`src/include/pmrc_pkg.sv`:
```
// shared constants and types of the power-mode and regulator controller
package pmrc_pkg;
	// special-function addresses on the core bus
	localparam logic [7:0] SFR_REGCTL = 8'hC9; // regulator_control, every page
	localparam logic [7:0] SFR_PWRCTL = 8'h87; // power_control
	localparam logic [7:0] SFR_OSCCTL = 8'hB2; // internal_osc_control
	// regulator_control fields
	localparam int RC_MAIN_DIS = 7; // main_regulator_disable
	localparam int RC_BUS_V = 6; // bus_voltage_status, read only
	localparam int RC_MAIN_LP = 4; // main_regulator_lowpower
	localparam int RC_STOP_CFG = 3; // stop_regulator_config
	localparam int RC_CORE_LP = 1; // core_regulator_lowpower
	localparam logic [7:0] RC_RSVD_MASK = 8'h25; // reserved bits 5, 2, 0
	// power_control and internal_osc_control fields
	localparam int PC_IDLE = 0; // idle select
	localparam int PC_STOP = 1; // stop select
	localparam int OC_SUSPEND = 5; // suspend select
	// reset values
	localparam logic [7:0] REGCTL_RESET = 8'h00;
	localparam logic [7:0] PWRCTL_RESET = 8'h00;
	localparam logic [7:0] OSCCTL_RESET = 8'h00;
	// instructions between core low-power and suspend
	localparam logic [3:0] CORE_LP_SETTLE = 4'hC;
	// controller register offsets on the lite bus
	localparam logic [3:0] AXI_CMD = 4'h0;
	localparam logic [3:0] AXI_STEP = 4'h4;
	localparam logic [3:0] AXI_STAT = 4'h8;
	// command word fields
	localparam int CMD_DATA_LSB = 8; // write data at [15:8]
	localparam int CMD_READ = 16; // 1: read, 0: write
	// status word fields
	localparam int ST_BUSY = 8;
	localparam int ST_HALT = 9;
	localparam int ST_MODE = 10; // two bits
	localparam int ST_WAKE = 12;
	localparam int ST_RESET = 13;
	localparam logic [1:0] RESP_OKAY = 2'h0;
	localparam logic [1:0] RESP_SLVERR = 2'h2;
	// power modes
	typedef enum logic [1:0] {
		MODE_RUN = 2'b00,
		MODE_IDLE = 2'b01,
		MODE_STOP = 2'b10,
		MODE_SUSPEND = 2'b11
	} pmrc_mode_t;
endpackage

```
`src/include/pmrc_sfr_if.sv`:
```
// core special-function bus between cpu end and power controller
`timescale 1ns/1ns
interface pmrc_sfr_if;
	logic [7:0] sfr_addr; // register address
	logic [7:0] sfr_wdata; // write data
	logic sfr_wr; // write strobe, one cycle
	logic sfr_rd; // read strobe, one cycle
	logic [7:0] sfr_rdata; // read data, cycle after sfr_rd
	logic instr_done; // setting instruction completed
	logic cpu_halted; // cpu clock held off
	logic wake_irq; // wake interrupt to service, pulse
	logic cpu_restart; // restart at 0x0000, pulse
	pmrc_pkg::pmrc_mode_t mode; // present power mode
	modport dev (
		input sfr_addr, sfr_wdata, sfr_wr, sfr_rd, instr_done,
		output sfr_rdata, cpu_halted, wake_irq, cpu_restart, mode
	);
	modport cpu (
		output sfr_addr, sfr_wdata, sfr_wr, sfr_rd, instr_done,
		input sfr_rdata, cpu_halted, wake_irq, cpu_restart, mode
	);
endinterface

```
`src/hw/pmrc_dev.sv`:
```
// power-mode sequencer and regulator control register
//
// Register access over AXI4-Lite is this design's own decision.
`timescale 1ns/1ns
module pmrc_dev
	import pmrc_pkg::*;
(
	input wire logic clock,
	input wire logic resetn,
	pmrc_sfr_if.dev sfr,
	input wire logic bus_voltage,
	input wire logic vbus_irq_en,
	input wire logic irq_pending,
	input wire logic watchdog_en,
	input wire logic watchdog_expire,
	input wire logic mcd_en,
	input wire logic mcd_expire,
	input wire logic reset_pin,
	input wire logic resume_signal,
	input wire logic resume_irq_en,
	output logic main_regulator_en,
	output logic main_regulator_lowpower,
	output logic core_regulator_lowpower,
	output logic core_regulator_off,
	output logic int_osc_run,
	output logic cpu_clk_en,
	output logic periph_clk_en,
	output logic vbus_irq,
	output logic sys_reset
);
	import pmrc_pkg::*;

	// stored state
	logic [7:0] regctl_reg; // regulator_control, bit 6 kept zero
	logic [7:0] regctl_next;
	logic [7:0] pwrctl_reg; // general flags, bits 1:0 kept zero
	logic [7:0] pwrctl_next;
	logic [7:0] oscctl_reg; // internal_osc_control, suspend bit kept zero
	logic [7:0] oscctl_next;
	pmrc_mode_t mode_reg; // present power mode
	pmrc_mode_t mode_next;
	pmrc_mode_t armed_reg; // mode waiting for instruction end
	pmrc_mode_t armed_next;
	logic vbus_prev_reg; // last bus-voltage sample
	logic [7:0] rdata_reg; // read answer
	logic wake_reg; // wake interrupt pulse
	logic restart_reg; // restart pulse
	logic halt_reg; // cpu halted level
	logic main_en_reg;
	logic main_lp_reg;
	logic core_lp_reg;
	logic core_off_reg;
	logic osc_reg;
	logic cpu_clk_reg;
	logic per_clk_reg;
	logic vbus_irq_reg;
	logic sys_reset_reg;

	// address decode, same on every page
	wire hit_regctl = sfr.sfr_addr == SFR_REGCTL;
	wire hit_pwrctl = sfr.sfr_addr == SFR_PWRCTL;
	wire hit_oscctl = sfr.sfr_addr == SFR_OSCCTL;
	wire wr_regctl = sfr.sfr_wr & hit_regctl;
	wire wr_pwrctl = sfr.sfr_wr & hit_pwrctl;
	wire wr_oscctl = sfr.sfr_wr & hit_oscctl;

	// mode requests carried by this write
	wire req_stop = wr_pwrctl & sfr.sfr_wdata[PC_STOP];
	wire req_idle = wr_pwrctl & sfr.sfr_wdata[PC_IDLE];
	wire req_susp = wr_oscctl & sfr.sfr_wdata[OC_SUSPEND];

	// regulator shut in stop leaves only the reset pin
	wire stop_off = (mode_reg == MODE_STOP) & regctl_reg[RC_STOP_CFG];
	wire wd_rst = watchdog_en & watchdog_expire;
	wire mcd_rst = mcd_en & mcd_expire;
	wire rst_any = reset_pin | (~stop_off & (wd_rst | mcd_rst));

	// request of this cycle beats an older armed one
	wire any_req = req_stop | req_idle | req_susp;
	wire [1:0] req_code = req_stop ? MODE_STOP : (req_idle ? MODE_IDLE : MODE_SUSPEND);
	wire [1:0] pend_code = any_req ? req_code : armed_reg;

	// live read value of regulator_control
	wire [7:0] regctl_view = {regctl_reg[7], bus_voltage, regctl_reg[5:0]};
	wire [7:0] pwrctl_view = {pwrctl_reg[7:2], 2'h0};
	wire [7:0] oscctl_view = oscctl_reg;
	wire [7:0] rd_mux = hit_regctl ? regctl_view :
		(hit_pwrctl ? pwrctl_view : (hit_oscctl ? oscctl_view : 8'h00));

	// register next values
	always_comb
	begin
		regctl_next = regctl_reg;
		pwrctl_next = pwrctl_reg;
		oscctl_next = oscctl_reg;
		if (rst_any)
		begin
			// normal reset sequence restores defaults
			regctl_next = REGCTL_RESET;
			pwrctl_next = PWRCTL_RESET;
			oscctl_next = OSCCTL_RESET;
		end
		else
		begin
			// bits 7,5,4,3,2,1,0 store, bit 6 only reflects the pin
			if (wr_regctl)
				regctl_next = sfr.sfr_wdata & ~(8'h01 << RC_BUS_V);
			// mode select bits never store
			if (wr_pwrctl)
				pwrctl_next = {sfr.sfr_wdata[7:2], 2'h0};
			if (wr_oscctl)
				oscctl_next = sfr.sfr_wdata & ~(8'h01 << OC_SUSPEND);
		end
	end

	// power mode sequencing
	always_comb
	begin
		mode_next = mode_reg;
		armed_next = armed_reg;
		if (rst_any)
		begin
			// any reset ends every mode
			mode_next = MODE_RUN;
			armed_next = MODE_RUN;
		end
		else
		begin
			unique case (mode_reg)
				MODE_RUN:
				begin
					// enter only once the setting instruction ends
					if (sfr.instr_done && pend_code != MODE_RUN)
					begin
						mode_next = pmrc_mode_t'(pend_code);
						armed_next = MODE_RUN;
					end
					else if (any_req)
						armed_next = pmrc_mode_t'(req_code);
				end
				MODE_IDLE:
				begin
					// enabled interrupt wakes idle
					if (irq_pending)
						mode_next = MODE_RUN;
				end
				MODE_STOP:
				begin
					// interrupts ignored, only a reset leaves
					mode_next = MODE_STOP;
				end
				MODE_SUSPEND:
				begin
					// resume signalling wakes, cpu kept running
					if (resume_signal)
						mode_next = MODE_RUN;
				end
			endcase
		end
	end

	// wake interrupt on leaving idle or suspend without reset
	wire idle_wake = (mode_reg == MODE_IDLE) & (mode_next == MODE_RUN) & ~rst_any;
	wire susp_wake = (mode_reg == MODE_SUSPEND) & (mode_next == MODE_RUN) & ~rst_any;
	wire wake_now = idle_wake | (susp_wake & resume_irq_en);

	// clock gates follow the coming mode
	wire next_osc = (mode_next == MODE_RUN) | (mode_next == MODE_IDLE);
	wire next_cpu = (mode_next == MODE_RUN) | (mode_next == MODE_SUSPEND);
	wire next_per = mode_next != MODE_STOP;
	wire next_off = (mode_next == MODE_STOP) & regctl_next[RC_STOP_CFG];

	// control state and register file
	always_ff @(posedge clock or negedge resetn)
	begin
		if (!resetn)
		begin
			regctl_reg <= REGCTL_RESET;
			pwrctl_reg <= PWRCTL_RESET;
			oscctl_reg <= OSCCTL_RESET;
			mode_reg <= MODE_RUN;
			armed_reg <= MODE_RUN;
		end
		else
		begin
			regctl_reg <= regctl_next;
			pwrctl_reg <= pwrctl_next;
			oscctl_reg <= oscctl_next;
			mode_reg <= mode_next;
			armed_reg <= armed_next;
		end
	end

	// bus answers and cpu handshakes
	always_ff @(posedge clock or negedge resetn)
	begin
		if (!resetn)
		begin
			rdata_reg <= 8'h00;
			wake_reg <= 1'b0;
			restart_reg <= 1'b0;
			halt_reg <= 1'b0;
			vbus_prev_reg <= 1'b0;
			vbus_irq_reg <= 1'b0;
			sys_reset_reg <= 1'b0;
		end
		else
		begin
			if (sfr.sfr_rd)
				rdata_reg <= rd_mux;
			wake_reg <= wake_now;
			restart_reg <= rst_any;
			sys_reset_reg <= rst_any;
			halt_reg <= ~next_cpu;
			vbus_prev_reg <= bus_voltage;
			// both edges, no pending flag held
			vbus_irq_reg <= vbus_irq_en & (bus_voltage ^ vbus_prev_reg);
		end
	end

	// regulator and clock controls
	always_ff @(posedge clock or negedge resetn)
	begin
		if (!resetn)
		begin
			main_en_reg <= 1'b1;
			main_lp_reg <= 1'b0;
			core_lp_reg <= 1'b0;
			core_off_reg <= 1'b0;
			osc_reg <= 1'b1;
			cpu_clk_reg <= 1'b1;
			per_clk_reg <= 1'b1;
		end
		else
		begin
			main_en_reg <= ~regctl_next[RC_MAIN_DIS];
			main_lp_reg <= regctl_next[RC_MAIN_LP];
			core_lp_reg <= regctl_next[RC_CORE_LP];
			core_off_reg <= next_off;
			osc_reg <= next_osc;
			cpu_clk_reg <= next_cpu;
			per_clk_reg <= next_per;
		end
	end

	// interface drive
	assign sfr.sfr_rdata = rdata_reg;
	assign sfr.cpu_halted = halt_reg;
	assign sfr.wake_irq = wake_reg;
	assign sfr.cpu_restart = restart_reg;
	assign sfr.mode = mode_reg;
	// user-side drive
	assign main_regulator_en = main_en_reg;
	assign main_regulator_lowpower = main_lp_reg;
	assign core_regulator_lowpower = core_lp_reg;
	assign core_regulator_off = core_off_reg;
	assign int_osc_run = osc_reg;
	assign cpu_clk_en = cpu_clk_reg;
	assign periph_clk_en = per_clk_reg;
	assign vbus_irq = vbus_irq_reg;
	assign sys_reset = sys_reset_reg;
endmodule // pmrc_dev

```
`src/flat_wrapper.sv`:
```
// flat-port wrapper written by rule: the top's interface ports become plain ports
module pmrc_dev_flat import pmrc_pkg::*;
  (clock, resetn, bus_voltage, vbus_irq_en, irq_pending, watchdog_en, watchdog_expire, mcd_en, mcd_expire, reset_pin, resume_signal, resume_irq_en, main_regulator_en, main_regulator_lowpower, core_regulator_lowpower, core_regulator_off, int_osc_run, cpu_clk_en, periph_clk_en, vbus_irq, sys_reset, sfr_sfr_addr, sfr_sfr_wdata, sfr_sfr_wr, sfr_sfr_rd, sfr_instr_done, sfr_sfr_rdata, sfr_cpu_halted, sfr_wake_irq, sfr_cpu_restart, sfr_mode);
  pmrc_sfr_if sfr_i ();
  input wire logic clock;
  input wire logic resetn;
  input wire logic bus_voltage;
  input wire logic vbus_irq_en;
  input wire logic irq_pending;
  input wire logic watchdog_en;
  input wire logic watchdog_expire;
  input wire logic mcd_en;
  input wire logic mcd_expire;
  input wire logic reset_pin;
  input wire logic resume_signal;
  input wire logic resume_irq_en;
  output logic main_regulator_en;
  output logic main_regulator_lowpower;
  output logic core_regulator_lowpower;
  output logic core_regulator_off;
  output logic int_osc_run;
  output logic cpu_clk_en;
  output logic periph_clk_en;
  output logic vbus_irq;
  output logic sys_reset;
  input wire logic [$bits(sfr_i.sfr_addr)-1:0] sfr_sfr_addr;
  input wire logic [$bits(sfr_i.sfr_wdata)-1:0] sfr_sfr_wdata;
  input wire logic [$bits(sfr_i.sfr_wr)-1:0] sfr_sfr_wr;
  input wire logic [$bits(sfr_i.sfr_rd)-1:0] sfr_sfr_rd;
  input wire logic [$bits(sfr_i.instr_done)-1:0] sfr_instr_done;
  output wire logic [$bits(sfr_i.sfr_rdata)-1:0] sfr_sfr_rdata;
  output wire logic [$bits(sfr_i.cpu_halted)-1:0] sfr_cpu_halted;
  output wire logic [$bits(sfr_i.wake_irq)-1:0] sfr_wake_irq;
  output wire logic [$bits(sfr_i.cpu_restart)-1:0] sfr_cpu_restart;
  output wire logic [$bits(sfr_i.mode)-1:0] sfr_mode;
  assign sfr_i.sfr_addr = sfr_sfr_addr;
  assign sfr_i.sfr_wdata = sfr_sfr_wdata;
  assign sfr_i.sfr_wr = sfr_sfr_wr;
  assign sfr_i.sfr_rd = sfr_sfr_rd;
  assign sfr_i.instr_done = sfr_instr_done;
  assign sfr_sfr_rdata = sfr_i.sfr_rdata;
  assign sfr_cpu_halted = sfr_i.cpu_halted;
  assign sfr_wake_irq = sfr_i.wake_irq;
  assign sfr_cpu_restart = sfr_i.cpu_restart;
  assign sfr_mode = sfr_i.mode;
  pmrc_dev u_core (.clock(clock), .resetn(resetn), .sfr(sfr_i), .bus_voltage(bus_voltage), .vbus_irq_en(vbus_irq_en), .irq_pending(irq_pending), .watchdog_en(watchdog_en), .watchdog_expire(watchdog_expire), .mcd_en(mcd_en), .mcd_expire(mcd_expire), .reset_pin(reset_pin), .resume_signal(resume_signal), .resume_irq_en(resume_irq_en), .main_regulator_en(main_regulator_en), .main_regulator_lowpower(main_regulator_lowpower), .core_regulator_lowpower(core_regulator_lowpower), .core_regulator_off(core_regulator_off), .int_osc_run(int_osc_run), .cpu_clk_en(cpu_clk_en), .periph_clk_en(periph_clk_en), .vbus_irq(vbus_irq), .sys_reset(sys_reset));
endmodule
```
`config.mk`:
```
export PLATFORM = sky130hd
export DESIGN_NAME = pmrc_dev_flat
export DESIGN_NICKNAME = d
export VERILOG_FILES = /design/src/include/pmrc_pkg.sv /design/src/include/pmrc_sfr_if.sv /design/src/hw/pmrc_dev.sv /design/src/flat_wrapper.sv
export SDC_FILE = /design/constraint.sdc
export NUM_CORES = 1
export LEC_CHECK = 0
export BUFFER_PORTS_ARGS = -buffer_cell sky130_fd_sc_hd__buf_2
export CORE_MARGIN = 2
export CORE_UTILIZATION = 45
export DETAILED_ROUTE_END_ITERATION = 6
export PLACE_DENSITY = 0.7
export SLEW_MARGIN = 20
export SYNTH_ARGS = -nofsm -noshare
export SYNTH_HDL_FRONTEND = slang
export SYNTH_SLANG_ARGS = --single-unit
```
`constraint.sdc`:
```
create_clock -name clock -period 2.05 [get_ports clock]
set_input_delay 0.205 -clock clock [delete_from_list [all_inputs] [get_ports clock]]
set_output_delay 0.205 -clock clock [all_outputs]
set_load 0.005 [all_outputs]
```
## Word-level counts from Yosys, hierarchy flattened

Cells that the tools add are included.

- Flip-flop bits (word level): 47
- Bits in latches: 0
- Bits in writable memories: 0
- Bits in read-only memories: 0
- Input port bits: 31
- Output and inout bits: 22
- Word-level logic and storage cells: 86
- Memories kept: 0

- $add $sub $neg: 0
- $mul: 0
- Div/mod/pow operators: 0
- Order comparisons: 0
- Equal/unequal tests: 10
- Shifts and indexed selects: 0
- Mux-type cells: 20
- Bitwise operators: 29
- Reduce and logical (&&, ||, !) cells: 8

Operators with widths:

| operator | count |
|---|---|
| 2-to-1 mux 8 bit | 9 |
| == test 8 bit, second input constant | 3 |
| 2-to-1 mux 2 bit | 10 |
| AND 1 bit | 17 |
| nonzero test 2 bit | 5 |
| == test 2 bit, second input constant | 4 |
| case mux 2 bit (4 select lines) | 1 |
| bitwise OR 1 bit | 7 |
| == test 2 x 1 -> 1 bit, second input constant | 2 |
| zero test 2 bit | 2 |
| inverter 1 bit | 4 |
| != test 2 bit, second input constant | 1 |
| logical AND 1 bit | 1 |
| XOR 1 bit | 1 |

## Logic depth before layout (Yosys ltp)

- Word-level depth: 16
- Depth in mapped cells: 10
- Depth with buffers taken out: 8

## Least setup slack after synthesis

OpenSTA, ideal clock, no wires.

- Path type: reg2reg
- Start point: register u_core.mode_reg[1] (netlist: u_core.sfr.mode[1])
- End point: register u_core.osc_reg (netlist: u_core.int_osc_run)
- Library setup time: 0.084 ns
- Arrival: 1.765 ns
- Data required time: 1.966 ns
- Path slack: 0.201 ns
- Stages on the path, launching flop included: 10
- Buffers on the path: 2
- Clock period less this slack: 1.849 ns
- Path through: dfrtp_1 clkbuf_1 nand3b_1 nand2_1 nand2_1 buf_2 nor3_1 a41oi_1 ha_1 or2_2

- Word-level cells in the longest chain between the ends: 8
- Elaborated cells on any way between the ends: 16
- Classes of those cells: 4 x eq/ne; 5 x mux; 5 x bitwise; 2 x reduce/logical

RTL lines:

| item | line | RTL |
|---|---|---|
| start: declaration | pmrc_dev.sv:40 | `pmrc_mode_t mode_reg;` |
| start signal: assignment | pmrc_dev.sv:189 | `mode_reg <= mode_next;` |
| == test 2 bit | pmrc_dev.sv:73, pmrc_dev.sv:129 |  |
| AND 1 bit | pmrc_dev.sv:73 | `wire stop_off = (mode_reg == MODE_STOP) & regctl_reg[RC_STOP_CFG];` |
| inverter 1 bit | pmrc_dev.sv:76 | `wire rst_any = reset_pin \| (~stop_off & (wd_rst \| mcd_rst));` |
| AND 1 bit | pmrc_dev.sv:76 |  |
| bitwise OR 1 bit | pmrc_dev.sv:76 |  |
| 2-to-1 mux 2 bit * | pmrc_dev.sv:121 | `if (rst_any)` |
| == test 2 x 1 -> 1 bit or zero test 2 bit (tied branches) | pmrc_dev.sv:168 | `wire next_osc = (mode_next == MODE_RUN) \| (mode_next == MODE_IDLE);` |
| bitwise OR 1 bit * | pmrc_dev.sv:168 |  |
| net u_core.next_osc | pmrc_dev.sv:168 |  |
| end signal: assignment | pmrc_dev.sv:240 | `osc_reg <= next_osc;` |
| end: declaration | pmrc_dev.sv:53 | `logic osc_reg;` |

Mark *: on every way through the listed nets, which the timed path passes. The rest lies on a longest branch.
A chain may end at the register's enable or synchronous reset.

## Worst setup path in the final report

Ends and elaborated chain as after synthesis.

==> flow_summary.json <==
{
  "status": "complete, no violations",
  "synth_ff_type": "dfrtp_1",
  "fmax_mhz": 521,
  "tightestPinTransition_ns": 0.573,
  "portBuffers": 52,
  "final_cells": 304,
  "final.min_clock_period_ns": 1.92,
  "finalClockSkew_ns": 0.00438,
  "placed_cells": 295,
  "synth_compound_area_share_pct": 16.2,
  "ir_worst_vdd_v": 0.000522,
  "cts_tree": "built",
  "fp.dieW_microns": 70.7,
  "synth_top_family_by_area": "simple AND/OR/NAND/NOR gates",
  "synthMuxAreaShare_pct": 6.51,
  "yosys.area.top_type": "dfrtp_1",
  "yosys_register_bits": 42,
  "ys_types": 48,
  "final_nets": 285,
  "clk_latency_ns": 0.29,
  "setup.worst_path.start_class": "flip-flop",
  "place_congestion": 0.914,
  "finalHoldViolCount": 0,
  "setup_viol": 0,
  "firstDrtPassIters": 4,
  "rsz0062_at_grt": "false",
  "synth_edf_count": 0,
  "synth_xor_area_share_pct": 0.438,
  "crit_type": "reg -> reg",
  "avgSynthCellArea_sq_um": 10.4,
  "syn_nets": 226,
  "vias": 1667,
  "synth_top_area_share_pct": 47.6,
  "vias_per_cell": 5.48,
  "drv_cap": 0,
  "fin_crit_sh_pct": 93.7,
  "h-tree-depth": 2,
  "crit_required_ns": 2.27,
  "die_y_microns": 70.7,
  "hpwl_microns": 3370,
  "post-route-util_pct": 57.0,
  "drive_gt1_share_pct": 32.1,
  "syn_to_final_growth_pct": 23.3,
  "wl_per_cell_microns": 15.2,
  "grt_pass1_vias": 1676,
  "antenna_found_initial": 0,
  "max_slew_margin_pct": 61.8,
  "grt_max_degree": 27,
  "coreArea_sq_um": 4320,
  "worstPathArrival_ns": 2.14,
  "num_antenna_cells": 0,
  "track_usage_pct": 20.1,
  "num-fill-cells": 414,
  "preCtsSetupSlack_ns": 0.147,
  "yosys-top-cells-area": "dfrtp_1 48%, mux2i_1 6.5%, dfstp_2 5.3%",
  "fin_ws_ns": 0.129,
  "drcViolationCount": 0,
  "synthesis.area_sq_um": 2000,
  "synthCells": 192,
  "largest_register_ffs": 8,
  "p_leak_nw": 1.18,
  "clock_path_buffers": 2,
  "setup_tns_ns": 0,
  "die-area_sq_um": 4990,
  "pin_count": 53,
  "timing.hold.ws_ns": 0.0512,
  "yosysWarnings": 0,
  "root_buffer": "clkbuf_8",
  "routed_wl_microns": 4620,
  "drt_iter0_markers": 145,
  "cp_max_fo": 9,
  "grt_pass1_wl_microns": 8010,
  "initial_core_util_pct": 46.2,
  "rows": 24,
  "yosys.area_share.adder_pct": 1.88,
  "cts.sinks": 42,
  "hold_class": "in -> reg",
  "overflow": 0,
  "ant_nets": 0,
  "endpoint_kind": "flip-flop",
  "cellPowerDensity_nw_per_um2": 665,
  "yosys.area_share.simple_pct": 18.1,
  "maxSlewViolCount": 0,
  "cts.reportedPaths.clkPinSlew_ns": 0.08,
  "numCtsBuffers": 5,
  "yosysSeqAreaShare_pct": 52.8,
  "cts_setup_buffers": 0,
  "synthArstFlopShare_pct": 100
}
cell type report:
type                    count  area (sq um)  share of cell area, %
repair buffers             64           353                   14.3
flip-flops and latches     42          1060                   42.8
clock buffers               6          72.6                   2.94
clock inverters             2          37.5                   1.52
well taps                  52          65.1                   2.64
multi-input cells         133           862                   35.0
inverters                   5          20.0                  0.812
cell usage after synthesis (all sizes together) (2+ instances only):
| library cell | number |
|---|---|
| a22o | 7 |
| nor2 | 25 |
| and3b | 2 |
| dfrtp | 38 |
| nor3 | 4 |
| o21ai | 3 |
| inv | 4 |
| buf | 8 |
| a22oi | 5 |
| nor3b | 2 |
| a21oi | 17 |
| or2 | 3 |
| mux2i | 13 |
| nand2 | 13 |
| dfstp | 4 |
| and3 | 2 |
| nor2b | 2 |
| nand3 | 8 |
| ha | 3 |
| a32oi | 3 |
| a31oi | 3 |
| clkbuf | 4 |
stage by stage:
stage,instance area [sq um],power [W]
floorplan,2000,0.000920
CTS,2470,0.00166
global route,2470,0.00171
detailed placement,2350,0.00101
finish,2470,0.00164
global placement,2350,0.00101
cells by family after synthesis:
group / after synthesis
DFF: 42
buffers and inverters: 17
adders and majority gates: 3
xor gates and xnor gates: 1
muxes: 13
AOI/OAI and AO/OA: 47
and+or+nand+nor: 69
critical path, cell delays in order (launching register included):
cell and delay (ns):
dfrtp_1 0.51, nand3b_1 0.12, nand2_1 0.08, nand2_1 0.16, nor3_1 0.31, a41oi_1 0.12
ha_1 0.26, or2_2 0.29
placed cells by master (no fill, tap or decap), types with 3 or more instances in the layout:
master    instances
buf_2            52
dfrtp_1          38
nor2_1           25
a21oi_1          17
mux2i_1          13
nand2_1          12
buf_4            11
nand3_1           8
a22o_1            7
a22oi_1           5
clkbuf_8          5
inv_1             4
dfstp_2           4
o21ai_0           3
a32oi_1           3
a31oi_1           3
nor3_1            3
ha_1              3
power breakdown:
group	switching, W	internal (W)	total (W)
clock network	0.000285	0.000363	0.000648
registers	0.00000683	0.000843	0.000850
logic	0.0000829	0.0000597	0.000143
what timing repair did:
action | CTS | global route
hold buffers | 1 | 0
gates resized for setup | 0 | 0
endpoints found under the hold margin | 23 | 0
metal layers:
metal  vias up  share of wire, %  GRT usage [%]
met2        53                45           29.7
met1       801                49           30.4
met3         5               5.2           4.27
met4         0               1.1           5.45
li1        808                 -              -
met5         -                 0              0
path summary, 6_finish.rpt:
check / startpoint / endpoint / slack, ns / cells after the start
setup / recovery: u_core.sfr.mode[1]$_DFF_PN0_ / u_core.int_osc_run$_DFF_PN1_ / 0.13 / 7
hold / removal: bus_voltage / u_core.vbus_prev_reg$_DFF_PN0_ / 0.05 / 1
setup reg to reg: u_core.sfr.mode[1]$_DFF_PN0_ / u_core.int_osc_run$_DFF_PN1_ / 0.13 / 7
hold reg to reg: u_core.sfr.sfr_rdata[6]$_DFFE_PN0P_ / u_core.sfr.sfr_rdata[6]$_DFFE_PN0P_ / 0.52 / 2
max in group asynchronous: resetn / u_core.main_regulator_en$_DFF_PN1_ / 0.98 / 3
min in group asynchronous: resetn / u_core.sfr.mode[0]$_DFF_PN0_ / 0.44 / 2
Note: power is estimated with default switching activity, not from simulation.
